File: src/vmode_pkg.sv
package vmode_pkg;

	localparam int unsigned MEASURE_W = 20;
	localparam int unsigned COIL_W    = 9;
	localparam int unsigned SCALE_W   = 5;
	localparam int unsigned TFD_W     = 4;
	localparam int unsigned ADDR_W    = 7;
	localparam int unsigned DATA_W    = 32;

	localparam logic [ADDR_W-1:0] ADDR_STEP_INTERVAL   = 7'h12;
	localparam logic [ADDR_W-1:0] ADDR_LOW_VEL_THR     = 7'h14;
	localparam logic [ADDR_W-1:0] ADDR_HIGH_VEL_THR    = 7'h15;
	localparam logic [ADDR_W-1:0] ADDR_DIRECT_COIL_CUR = 7'h2d;

	localparam int unsigned COIL_A_LSB = 0;
	localparam int unsigned COIL_B_LSB = 16;

	localparam logic [MEASURE_W-1:0] LOW_VEL_THR_RST  = 20'h00000;
	localparam logic [MEASURE_W-1:0] HIGH_VEL_THR_RST = 20'h00000;
	localparam logic [DATA_W-1:0]    DIRECT_COIL_RST  = 32'h00000000;
	localparam logic [MEASURE_W-1:0] MEASURE_MAX      = 20'hfffff;

	localparam int unsigned HYST_SHIFT_NORMAL = 4;
	localparam int unsigned HYST_SHIFT_SMALL  = 5;

	localparam int unsigned MICROSTEPS_PER_EPERIOD = 1024;
	localparam int unsigned MASK_CNT_W             = 12;
	localparam logic [MASK_CNT_W-1:0] STALL_MASK_STEPS = 12'ha00;

endpackage

File: src/thr_cmp_if.sv
`timescale 1ns/100ps
interface thr_cmp_if;
	logic [vmode_pkg::MEASURE_W-1:0] threshold;
	logic [vmode_pkg::MEASURE_W-1:0] measure;
	logic                            small_hyst;
	logic                            update;
	logic                            fast;

	modport cmp (
		input  threshold,
		input  measure,
		input  small_hyst,
		input  update,
		output fast
	);
	modport ctl (
		output threshold,
		output measure,
		output small_hyst,
		output update,
		input  fast
	);
endinterface

File: src/thr_compare.sv
`timescale 1ns/100ps
module thr_compare (
	input  wire logic mclk,
	input  wire logic rst_n,
	thr_cmp_if.cmp    bus
);
	logic [vmode_pkg::MEASURE_W:0]   second_val;
	logic [vmode_pkg::MEASURE_W-1:0] hyst_part;
	logic                            fast_r;

	always_comb begin
		if (bus.small_hyst) begin
			hyst_part = bus.threshold >> vmode_pkg::HYST_SHIFT_SMALL;
		end else begin
			hyst_part = bus.threshold >> vmode_pkg::HYST_SHIFT_NORMAL;
		end
		second_val = {1'b0, bus.threshold} - {1'b0, hyst_part} - 21'h000001;
	end

	// Entering the fast range needs the lower compare value, leaving it the plain threshold.
	always_ff @(posedge mclk) begin
		if (!rst_n) begin
			fast_r <= 1'b0;
		end else if (bus.update) begin
			if (fast_r) begin
				if (bus.measure > bus.threshold) begin
					fast_r <= 1'b0;
				end
			end else if (!second_val[vmode_pkg::MEASURE_W] &&
				bus.measure <= second_val[vmode_pkg::MEASURE_W-1:0]) begin
				fast_r <= 1'b1;
			end
		end
	end

	assign bus.fast = fast_r;
endmodule

File: src/velocity_mode_select.sv
`timescale 1ns/100ps
module velocity_mode_select #(
	parameter int unsigned MEASURE_W = vmode_pkg::MEASURE_W,
	parameter int unsigned COIL_W    = vmode_pkg::COIL_W,
	parameter int unsigned SCALE_W   = vmode_pkg::SCALE_W,
	parameter int unsigned TFD_W     = vmode_pkg::TFD_W
) (
	input  wire logic                          mclk,
	input  wire logic                          rst_n,
	input  wire logic                          reg_wr_en,
	input  wire logic                          reg_rd_en,
	input  wire logic [vmode_pkg::ADDR_W-1:0]  reg_addr,
	input  wire logic [vmode_pkg::DATA_W-1:0]  reg_wdata,
	output logic      [vmode_pkg::DATA_W-1:0]  reg_rdata,
	output logic                               reg_rd_valid,
	input  wire logic                          microstep_pulse,
	input  wire logic                          step_dir_mode,
	input  wire logic                          direct_mode,
	input  wire logic                          small_hysteresis,
	input  wire logic                          load_current_cfg,
	input  wire logic                          stall_detect_cfg,
	input  wire logic                          pwm_chopper_cfg,
	input  wire logic                          load_step_cfg,
	input  wire logic                          high_speed_chopper,
	input  wire logic                          high_speed_fullstep,
	input  wire logic                          chopper_mode_cfg,
	input  wire logic [TFD_W-1:0]              fast_decay_time_cfg,
	input  wire logic                          chopper_sync_mode_cfg,
	input  wire logic [SCALE_W-1:0]            standstill_current_scale,
	input  wire logic [COIL_W-1:0]             seq_coil_a,
	input  wire logic [COIL_W-1:0]             seq_coil_b,
	output logic                               load_current_en,
	output logic                               stall_detect_en,
	output logic                               pwm_chopper_en,
	output logic                               pwm_auto_reg_en,
	output logic                               auto_scale_en,
	output logic                               load_step_en,
	output logic                               chopper_mode,
	output logic      [TFD_W-1:0]              fast_decay_time,
	output logic                               chopper_sync_mode,
	output logic                               fullstep_en,
	output logic      [COIL_W-1:0]             coil_a_current,
	output logic      [COIL_W-1:0]             coil_b_current
);
	localparam logic [MEASURE_W-1:0] MEAS_MAX = vmode_pkg::MEASURE_MAX;
	localparam int unsigned PROD_W = COIL_W + SCALE_W + 1;

	logic [MEASURE_W-1:0]             low_thr_r;
	logic [MEASURE_W-1:0]             high_thr_r;
	logic [vmode_pkg::DATA_W-1:0]     direct_coil_r;
	logic [MEASURE_W-1:0]             interval_cnt_r;
	logic [MEASURE_W-1:0]             measure_r;
	logic                             measure_upd_r;
	logic                             high_fast_d_r;
	logic [vmode_pkg::MASK_CNT_W-1:0] mask_cnt_r;
	logic                             stall_active_r;
	logic                             direct_eff;
	logic                             steps_present;
	logic                             low_fast;
	logic                             high_fast;
	logic                             mid_band;
	logic                             load_step_active;
	logic                             stall_masked;
	logic signed [PROD_W-1:0]         prod_a;
	logic signed [PROD_W-1:0]         prod_b;
	logic signed [SCALE_W+1:0]        scale_mul;

	thr_cmp_if low_if ();
	thr_cmp_if high_if ();

	// Register writes from the serial port; the two thresholds are write-only.
	always_ff @(posedge mclk) begin
		if (!rst_n) begin
			low_thr_r     <= vmode_pkg::LOW_VEL_THR_RST;
			high_thr_r    <= vmode_pkg::HIGH_VEL_THR_RST;
			direct_coil_r <= vmode_pkg::DIRECT_COIL_RST;
		end else if (reg_wr_en) begin
			unique case (reg_addr)
				vmode_pkg::ADDR_LOW_VEL_THR: begin
					low_thr_r <= reg_wdata[MEASURE_W-1:0];
				end
				vmode_pkg::ADDR_HIGH_VEL_THR: begin
					high_thr_r <= reg_wdata[MEASURE_W-1:0];
				end
				vmode_pkg::ADDR_DIRECT_COIL_CUR: begin
					direct_coil_r <= reg_wdata;
				end
				default: begin
				end
			endcase
		end
	end

	// Reads answer one cycle later; unmapped and write-only addresses read zero.
	always_ff @(posedge mclk) begin
		if (!rst_n) begin
			reg_rdata    <= '0;
			reg_rd_valid <= 1'b0;
		end else begin
			reg_rd_valid <= reg_rd_en;
			if (reg_rd_en) begin
				unique case (reg_addr)
					vmode_pkg::ADDR_STEP_INTERVAL: begin
						reg_rdata <= {{(vmode_pkg::DATA_W-MEASURE_W){1'b0}}, measure_r};
					end
					vmode_pkg::ADDR_DIRECT_COIL_CUR: begin
						reg_rdata <= direct_coil_r;
					end
					default: begin
						reg_rdata <= '0;
					end
				endcase
			end
		end
	end

	// Interval between 1/256 microstep events in clocks, independent of resolution.
	always_ff @(posedge mclk) begin
		if (!rst_n) begin
			interval_cnt_r <= '0;
			measure_r      <= MEAS_MAX;
			measure_upd_r  <= 1'b0;
		end else begin
			measure_upd_r <= 1'b0;
			if (microstep_pulse) begin
				interval_cnt_r <= '0;
				measure_r      <= interval_cnt_r;
				measure_upd_r  <= 1'b1;
			end else if (interval_cnt_r != MEAS_MAX) begin
				interval_cnt_r <= interval_cnt_r + 20'h00001;
				if (interval_cnt_r > measure_r && measure_r != MEAS_MAX) begin
					// A slowing motor must not wait for the next step to be seen as slow.
					measure_r     <= interval_cnt_r;
					measure_upd_r <= 1'b1;
				end
			end else if (measure_r != MEAS_MAX) begin
				measure_r     <= MEAS_MAX;
				measure_upd_r <= 1'b1;
			end
		end
	end

	assign low_if.threshold   = low_thr_r;
	assign low_if.measure     = measure_r;
	assign low_if.small_hyst  = small_hysteresis;
	assign low_if.update      = measure_upd_r;
	assign high_if.threshold  = high_thr_r;
	assign high_if.measure    = measure_r;
	assign high_if.small_hyst = small_hysteresis;
	assign high_if.update     = measure_upd_r;

	thr_compare u_low_cmp (
		.mclk  (mclk),
		.rst_n (rst_n),
		.bus   (low_if)
	);

	thr_compare u_high_cmp (
		.mclk  (mclk),
		.rst_n (rst_n),
		.bus   (high_if)
	);

	assign low_fast  = low_if.fast;
	assign high_fast = high_if.fast;
	assign mid_band  = low_fast && !high_fast;

	assign direct_eff       = direct_mode && !step_dir_mode;
	assign steps_present    = measure_r != MEAS_MAX;
	assign load_step_active = load_step_cfg && !direct_eff;

	// Mask window counts microsteps so its length tracks electrical periods at any speed.
	always_ff @(posedge mclk) begin
		if (!rst_n) begin
			high_fast_d_r <= 1'b0;
			mask_cnt_r    <= '0;
		end else begin
			high_fast_d_r <= high_fast;
			if (high_fast != high_fast_d_r) begin
				mask_cnt_r <= vmode_pkg::STALL_MASK_STEPS;
			end else if (microstep_pulse && mask_cnt_r != '0) begin
				mask_cnt_r <= mask_cnt_r - 12'h001;
			end
		end
	end

	assign stall_masked = mask_cnt_r != '0;

	// In load-dependent stepping the detector stays on once the low threshold was reached.
	always_ff @(posedge mclk) begin
		if (!rst_n) begin
			stall_active_r <= 1'b0;
		end else if (low_fast) begin
			stall_active_r <= 1'b1;
		end else if (!load_step_active) begin
			stall_active_r <= 1'b0;
		end
	end

	// Without steps in direct mode there is no load measure, so the load features stay off.
	always_ff @(posedge mclk) begin
		if (!rst_n) begin
			load_current_en <= 1'b0;
			auto_scale_en   <= 1'b0;
			load_step_en    <= 1'b0;
		end else begin
			load_current_en <= load_current_cfg && mid_band && (!direct_eff || steps_present);
			auto_scale_en   <= !direct_eff || steps_present;
			load_step_en    <= load_step_active;
		end
	end

	// The mask gates the output itself, so a transient at a high threshold crossing is masked from one clock after fullstep and chopper switch.
	always_ff @(posedge mclk) begin
		if (!rst_n) begin
			stall_detect_en <= 1'b0;
		end else begin
			stall_detect_en <= stall_detect_cfg && stall_active_r && !stall_masked &&
				(!direct_eff || steps_present);
		end
	end

	always_ff @(posedge mclk) begin
		if (!rst_n) begin
			pwm_chopper_en  <= 1'b0;
			pwm_auto_reg_en <= 1'b0;
		end else begin
			pwm_chopper_en  <= pwm_chopper_cfg && !mid_band && !high_fast;
			pwm_auto_reg_en <= pwm_chopper_cfg && !mid_band && !high_fast && !direct_eff;
		end
	end

	// Both chopper fields switch together, so the driver never sees a mixed setting.
	always_ff @(posedge mclk) begin
		if (!rst_n) begin
			chopper_mode    <= 1'b0;
			fast_decay_time <= '0;
		end else if (high_speed_chopper && high_fast) begin
			chopper_mode    <= 1'b1;
			fast_decay_time <= '0;
		end else begin
			chopper_mode    <= chopper_mode_cfg;
			fast_decay_time <= fast_decay_time_cfg;
		end
	end

	always_ff @(posedge mclk) begin
		if (!rst_n) begin
			chopper_sync_mode <= 1'b0;
		end else begin
			chopper_sync_mode <= chopper_sync_mode_cfg && !high_fast;
		end
	end

	// Fullstep follows the comparator directly; the stall mask covers its switch-over.
	always_ff @(posedge mclk) begin
		if (!rst_n) begin
			fullstep_en <= 1'b0;
		end else begin
			fullstep_en <= high_speed_fullstep && high_fast;
		end
	end

	// Scale of n means (n+1)/32 of the written value, so full scale passes it unchanged.
	assign scale_mul = signed'({2'b00, standstill_current_scale} + 7'sh01);
	assign prod_a = PROD_W'(signed'(direct_coil_r[vmode_pkg::COIL_A_LSB +: COIL_W])) * PROD_W'(scale_mul);
	assign prod_b = PROD_W'(signed'(direct_coil_r[vmode_pkg::COIL_B_LSB +: COIL_W])) * PROD_W'(scale_mul);

	always_ff @(posedge mclk) begin
		if (!rst_n) begin
			coil_a_current <= '0;
			coil_b_current <= '0;
		end else if (direct_eff) begin
			coil_a_current <= prod_a[SCALE_W +: COIL_W];
			coil_b_current <= prod_b[SCALE_W +: COIL_W];
		end else begin
			coil_a_current <= seq_coil_a;
			coil_b_current <= seq_coil_b;
		end
	end

endmodule

File: config.mk
export PLATFORM = sky130hd
export DESIGN_NAME = velocity_mode_select
export DESIGN_NICKNAME = d
export VERILOG_FILES = /design/src/vmode_pkg.sv /design/src/thr_cmp_if.sv /design/src/thr_compare.sv /design/src/velocity_mode_select.sv
export SDC_FILE = /design/constraint.sdc
export NUM_CORES = 1
export LEC_CHECK = 0
export BUFFER_PORTS_ARGS = -buffer_cell sky130_fd_sc_hd__buf_2
export CAP_MARGIN = 20
export CORE_UTILIZATION = 31
export DETAILED_ROUTE_END_ITERATION = 10
export PLACE_DENSITY = 0.59
export SLEW_MARGIN = 30
export SYNTH_ARGS = -nofsm -noshare
export SYNTH_HDL_FRONTEND = slang
export SYNTH_SLANG_ARGS = --single-unit
File: constraint.sdc
create_clock -name mclk -period 5.4 [get_ports mclk]
set_input_delay 1.08 -clock mclk [delete_from_list [all_inputs] [get_ports mclk]]
set_output_delay 1.08 -clock mclk [all_outputs]
set_load 0.1 [all_outputs]
Word level (Yosys, flattened, before mapping)
Index checks and enable logic that the tools add are counted.

Register bits: 193. Input bits: 82. Output and inout bits: 64. Logic and storage cells: 110.

Add/subtract/negate cells: 7. Multiply operators: 2. $lt $le $gt $ge: 5. Eq/ne operators: 9. Mux-type cells: 24. Bitwise operators: 1. Reduce and logical (&&, ||, !) cells: 36.

Operator list (number): 20-bit 2-to-1 mux (4); 32-bit one-hot mux with 2 select lines (1); 20-bit > comparator (3); 20-bit by 20-bit subtractor with 21-bit output (2); 21-bit by 1-bit subtractor with 21-bit output, second input constant (2); 20-bit <= comparator (2); 20-bit != test, second input constant (2); 16-bit 2-to-1 mux (2); 9-bit by 7-bit multiplier with 14-bit output (2); 12-bit 2-to-1 mux (2); 7-bit by 5-bit == test with 1-bit output, second input constant (3); 20-bit by 1-bit adder with 20-bit output, second input constant (1); 1-bit logical AND (18); 9-bit 2-to-1 mux (2); 1-bit 2-to-1 mux (13); 12-bit nonzero test (1); 12-bit by 1-bit subtractor with 12-bit output, second input constant (1); 2-bit AND reduction (4); 7-bit by 6-bit == test with 1-bit output, second input constant (1); 1-bit zero test (7); 5-bit by 1-bit adder with 6-bit output, second input constant (1); 2-bit OR reduction (3); 3-bit by 2-bit != test with 1-bit output, second input constant (1); 3-bit nonzero test (1); 5 further kinds (5).

Longest topological paths before layout
Depth in word-level cells: 7. Mapped depth: 21. Depth with buffers taken out: 20.

Hierarchy
Synthesis repeated with hierarchy kept, for this count alone.

Cell total of the unflattened synthesis: 1815. Area total of the unflattened synthesis: 15351.0 um2.

Modules (own cells, without submodules): velocity_mode_select (instances 1, cells each 1293, area an instance 11274.6 um2, sequential area each 3823.7 um2); thr_compare at u_low_cmp (instances 1, cells each 259, area an instance 2049.5 um2, sequential area each 20.0 um2); thr_compare at u_high_cmp (instances 1, cells each 263, area an instance 2026.9 um2, sequential area each 20.0 um2).

Least setup slack after synthesis
Ideal clock, no wire load.

Path kind: input -> register. From: input port standstill_current_scale[0]. To: register coil_b_current[8]. Library setup time: 0.062 ns. Arrival time: 5.659 ns. Required time: 5.338 ns. Slack: -0.320 ns. Cell stages on the path: 19. Path buffers: 1. Cell sequence: ha_1 > nand3_1 > xor2_1 > clkbuf_1 > nor2b_1 > ha_1 > inv_1 > fa_1 > inv_1 > fa_1 > inv_1 > fa_1 > inv_1 > ha_1 > o41ai_2 > o21ai_2 > a211o_1 > or3_1 > nand3_1.

Longest elaborated chain between the ends: 3.

Ends and longest elaborated chain: start: declaration (line velocity_mode_select.sv:29) `input wire logic [SCALE_W-1:0] standstill_current_scale,`; 5-bit by 1-bit adder with 6-bit output (line velocity_mode_select.sv:265) `assign scale_mul = signed'({2'b00, standstill_current_scale} + 7'sh01);`; 9-bit by 7-bit multiplier with 14-bit output (line velocity_mode_select.sv:267) `assign prod_b = PROD_W'(signed'(direct_coil_r[vmode_pkg::COIL_B_LSB +: COIL_W])) * PROD_W'(scale_mul);`; 9-bit 2-to-1 mux (line velocity_mode_select.sv:273) `end else if (direct_eff) begin`; end signal: assignment (line velocity_mode_select.sv:275) `coil_b_current <= prod_b[SCALE_W +: COIL_W];`; end signal: assignment (line velocity_mode_select.sv:278) `coil_b_current <= seq_coil_b;`; end: declaration (line velocity_mode_select.sv:43) `output logic [COIL_W-1:0] coil_b_current`.

Every way passes these cells. A chain may end at the register's enable or synchronous reset.

Worst setup path in the final report
Ends and elaborated chain as after synthesis.

==> reports/qor.txt <==
TritonCTS clock tree: yes
Starting DRC count in detailed routing: 721
Via density: 4.92
Top Ports: 146
# DRC: 0
Hold Crit Start: stall_active_r
CTS Hold Buffers Added: 0
DP Worst Slack: -0.179 ns
Syn Inst Count: 1786
Crit path max-delay family: adder cells
Status: complete, no violations
Crit path launch type: primary input
Final wirelength: 43.3 mm
Detail Placement HPWL: 34.1 mm
Ys async rst share: 0%
DR vias: 13100
Area Overhead vs Synth: 17.0%
Worst skew pair latency: 0.50 ns
Placed Cells incl. Taps: 2619
YS warnings: 0
Global-route wire length before repair: 69.1 mm
Final count of hold timing violations: 0
Buf+Inv Stages, Crit Path: 6
DR WL met3: 2.08 mm
Routed len/inst: 16.3 µm
Fin cells: 2652
Layout fillers: 5015
GR Overflow Total: 0
Distinct cells, synth: 82
Crit path DAT: 5.50 ns
Layout cells sized above 1: 15.2%
WP data required: 5.83 ns
Detail Route Antenna Nets: 0
Hold Path Cell Cnt: 2
Post-synth top flop: dfxtp_1
Buffers on Ports: 145
FF-to-FF path depth: 19
# rows: 81
Leak: 8.35 nW
HP Class: flip-flop to flip-flop
Worst R2R End: u_low_cmp.bus.fast
Finish-stage setup viols: 0
Die Wd: 226 µm
CTS clock-pin slew for the worst setup and hold paths: 0.09 ns
CP peak stage delay: 0.56 ns
GPL Wtd Cong: 0.881
Setup ws final: 0.331 ns
Final setup TNS: 0 ns
RSZ-0062 raised after global routing: false
Post-synth EDFFs: 0
Synthesized cell area: 0.0155 mm²
Largest net degree at the start of global routing: 64
Hold endpoint: stall_active_r
CP Capture Type: flip-flop
Final worst path period need: 5.07 ns
P per Cell Area: 197 mW/mm²
Worst R2R Start: low_if.threshold[5]
Slowest-stage cell, CP: fa_1
Tcrit/Tclk final: 93.9%
DIE AREA: 0.0509 mm²
Clk sinks: 193
Synthesized Nets: 2121
Max-cap violations: 0
Core ar.: 0.0492 mm²
Yosys reg bits: 193
Wl on met1: 20.3 mm
R2R setup slack: 0.72 ns
CTS buffer count: 17
FMAX: 197 MHz
Die Span Y: 226 µm
Avg Cell Area, Syn: 8.68 µm²
Total track usage: 17.5%
Post_cts resized: 0
Initial antenna violation count: 3
# Post-CTS Setup Buffers: 0
Clk_skew: 0.0178 ns
# nets final: 2309
DR WL met2: 20.1 mm
Max_slew headroom: 40.8%
Final Cell Area: 0.0182 mm²
Vias in the first global route: 12900
Worst Tran Pin Value: 0.888 ns
Critical-path maximum fanout: 12
Kind of critical path: primary input to flip-flop
Register area share after synthesis: 24.9%
Cell Chain, Critical Path: buf_2 -> ha_2 -> xor2_2 -> buf_12 -> and2_1 -> inv_1 -> fa_1 -> fa_1 -> inv_1 -> fa_1 -> inv_1 -> fa_1 -> inv_1 -> ha_1 -> and3_1 -> a211o_1 -> or3_1 -> nand3_1
Dpl cell area: 0.0176 mm²
Top Layer Used: met5
Max rail drop VDD: 0.000223 V
Root Driver: clkbuf_16
Initial Utilization: 31.6%
Pre-antenna DRT Iters: 7
Fin util: 36.9%
Clock Path Buffers: 2
H-tree levels: 4
Max Slew Vio Count: 0
[state kept, by name, indices dropped and copies added (netlist names), 4 cells and up]
name,count
coil_b_current,9
coil_a_current,9
high_if.threshold,20
direct_coil_r,32
mask_cnt_r,12
reg_rdata,32
interval_cnt_r,20
low_if.threshold,20
high_if.measure,20
fast_decay_time,4
[power by group]
part           total [W]  switching [W]  internal [W]
clock            0.00132       0.000696      0.000624
sequential       0.00156      0.0000771       0.00148
combinational   0.000688       0.000438      0.000250
[worst max path at each step]
| stage | start | cells after the start | endpoint |
|---|---|---|---|
| 5_1_grt | standstill_current_scale[0] | 18 | coil_b_current[8] |
| 4_1_cts | standstill_current_scale[0] | 18 | coil_b_current[8] |
| 6_report | standstill_current_scale[0] | 18 | coil_b_current[8] |
| 3_5_place_dp | standstill_current_scale[0] | 18 | coil_b_current[8] |
| 3_3_place_gp | standstill_current_scale[0] | 17 | coil_a_current[8] |
| 2_1_floorplan | standstill_current_scale[0] | 16 | coil_a_current[8] |
[kinds of logic after synthesis]
group / count (synthesis) / share of synthesized area, %
adders and majority gates: 253 / 23.7
and+or+nand+nor: 614 / 20.4
DFF: 193 / 24.9
buffers and inverters: 230 / 5.86
muxes: 71 / 4.58
AOI/OAI and AO/OA: 342 / 15.8
xor gates and xnor gates: 83 / 4.74
[cell usage in the layout (no fill, tap or decap), drive strengths merged, types with 30 or more instances in the layout]
cell | synthesis | layout
a21oi | 64 | 64
dfxtp | 193 | 193
o21ai | 55 | 55
ha | 185 | 185
a21boi | 70 | 70
fa | 68 | 68
buf | 14 | 232
mux2i | 71 | 71
nand2b | 30 | 30
nor2 | 64 | 64
and2 | 70 | 70
nand3 | 34 | 34
xnor2 | 54 | 54
nand2 | 209 | 209
nor2b | 97 | 97
inv | 167 | 175
[worst reg2reg max path: cells and delay by family, from the launching register on]
kind / cells / cell delay [ns]
buffers and inverters: 1 / 0.18
AND/OR/NAND/NOR: 3 / 0.86
adder cells (fa/ha/maj): 3 / 0.92
AO/OA/AOI/OAI: 10 / 1.94
flip-flops: 1 / 0.43
multiplexers: 1 / 0.11
XOR/XNOR: 1 / 0.14
[layout make-up]
type,count,area (µm²),share of cell area (%)
multi-input cells,1363,10800,59.7
inverters,167,627,3.45
repair buffers,232,1410,7.75
clock inverters,14,159,0.875
well taps,664,831,4.58
diodes,1,2.50,0.0138
clock buffers,18,429,2.36
flip-flops and latches,193,3860,21.3
[layer usage]
layer	vias up	GRT usage, %
met5	-	0
met4	4	5.46
met3	51	3.02
met2	285	28.9
met1	6210	23.0
li1	6508	-
[cell usage after synthesis (33+ instances only)]
master    number  share of area [%]
nand2_1      209                5.1
dfxtp_1      193                 25
ha_1         185                 15
inv_1        167                4.0
nor2b_1       97                3.9
mux2i_1       71                4.6
and2_1        69                2.8
fa_1          68                8.8
a21oi_1       64                2.1
nor2_1        64                1.5
xnor2_1       53                3.0
a21boi_0      50                2.4
o21ai_0       50                1.6
clkbuf_1      49                1.2
nand3_1       33                1.1
[stage by stage]
stage          hold slack (ns)  total power (W)
6_report                 0.463          0.00357
5_1_grt                  0.489          0.00375
4_1_cts                  0.474          0.00361
3_5_place_dp             0.461          0.00228
3_3_place_gp             0.444          0.00226
2_1_floorplan            0.422          0.00207
No activity file was read; power rests on OpenSTA's default activity.
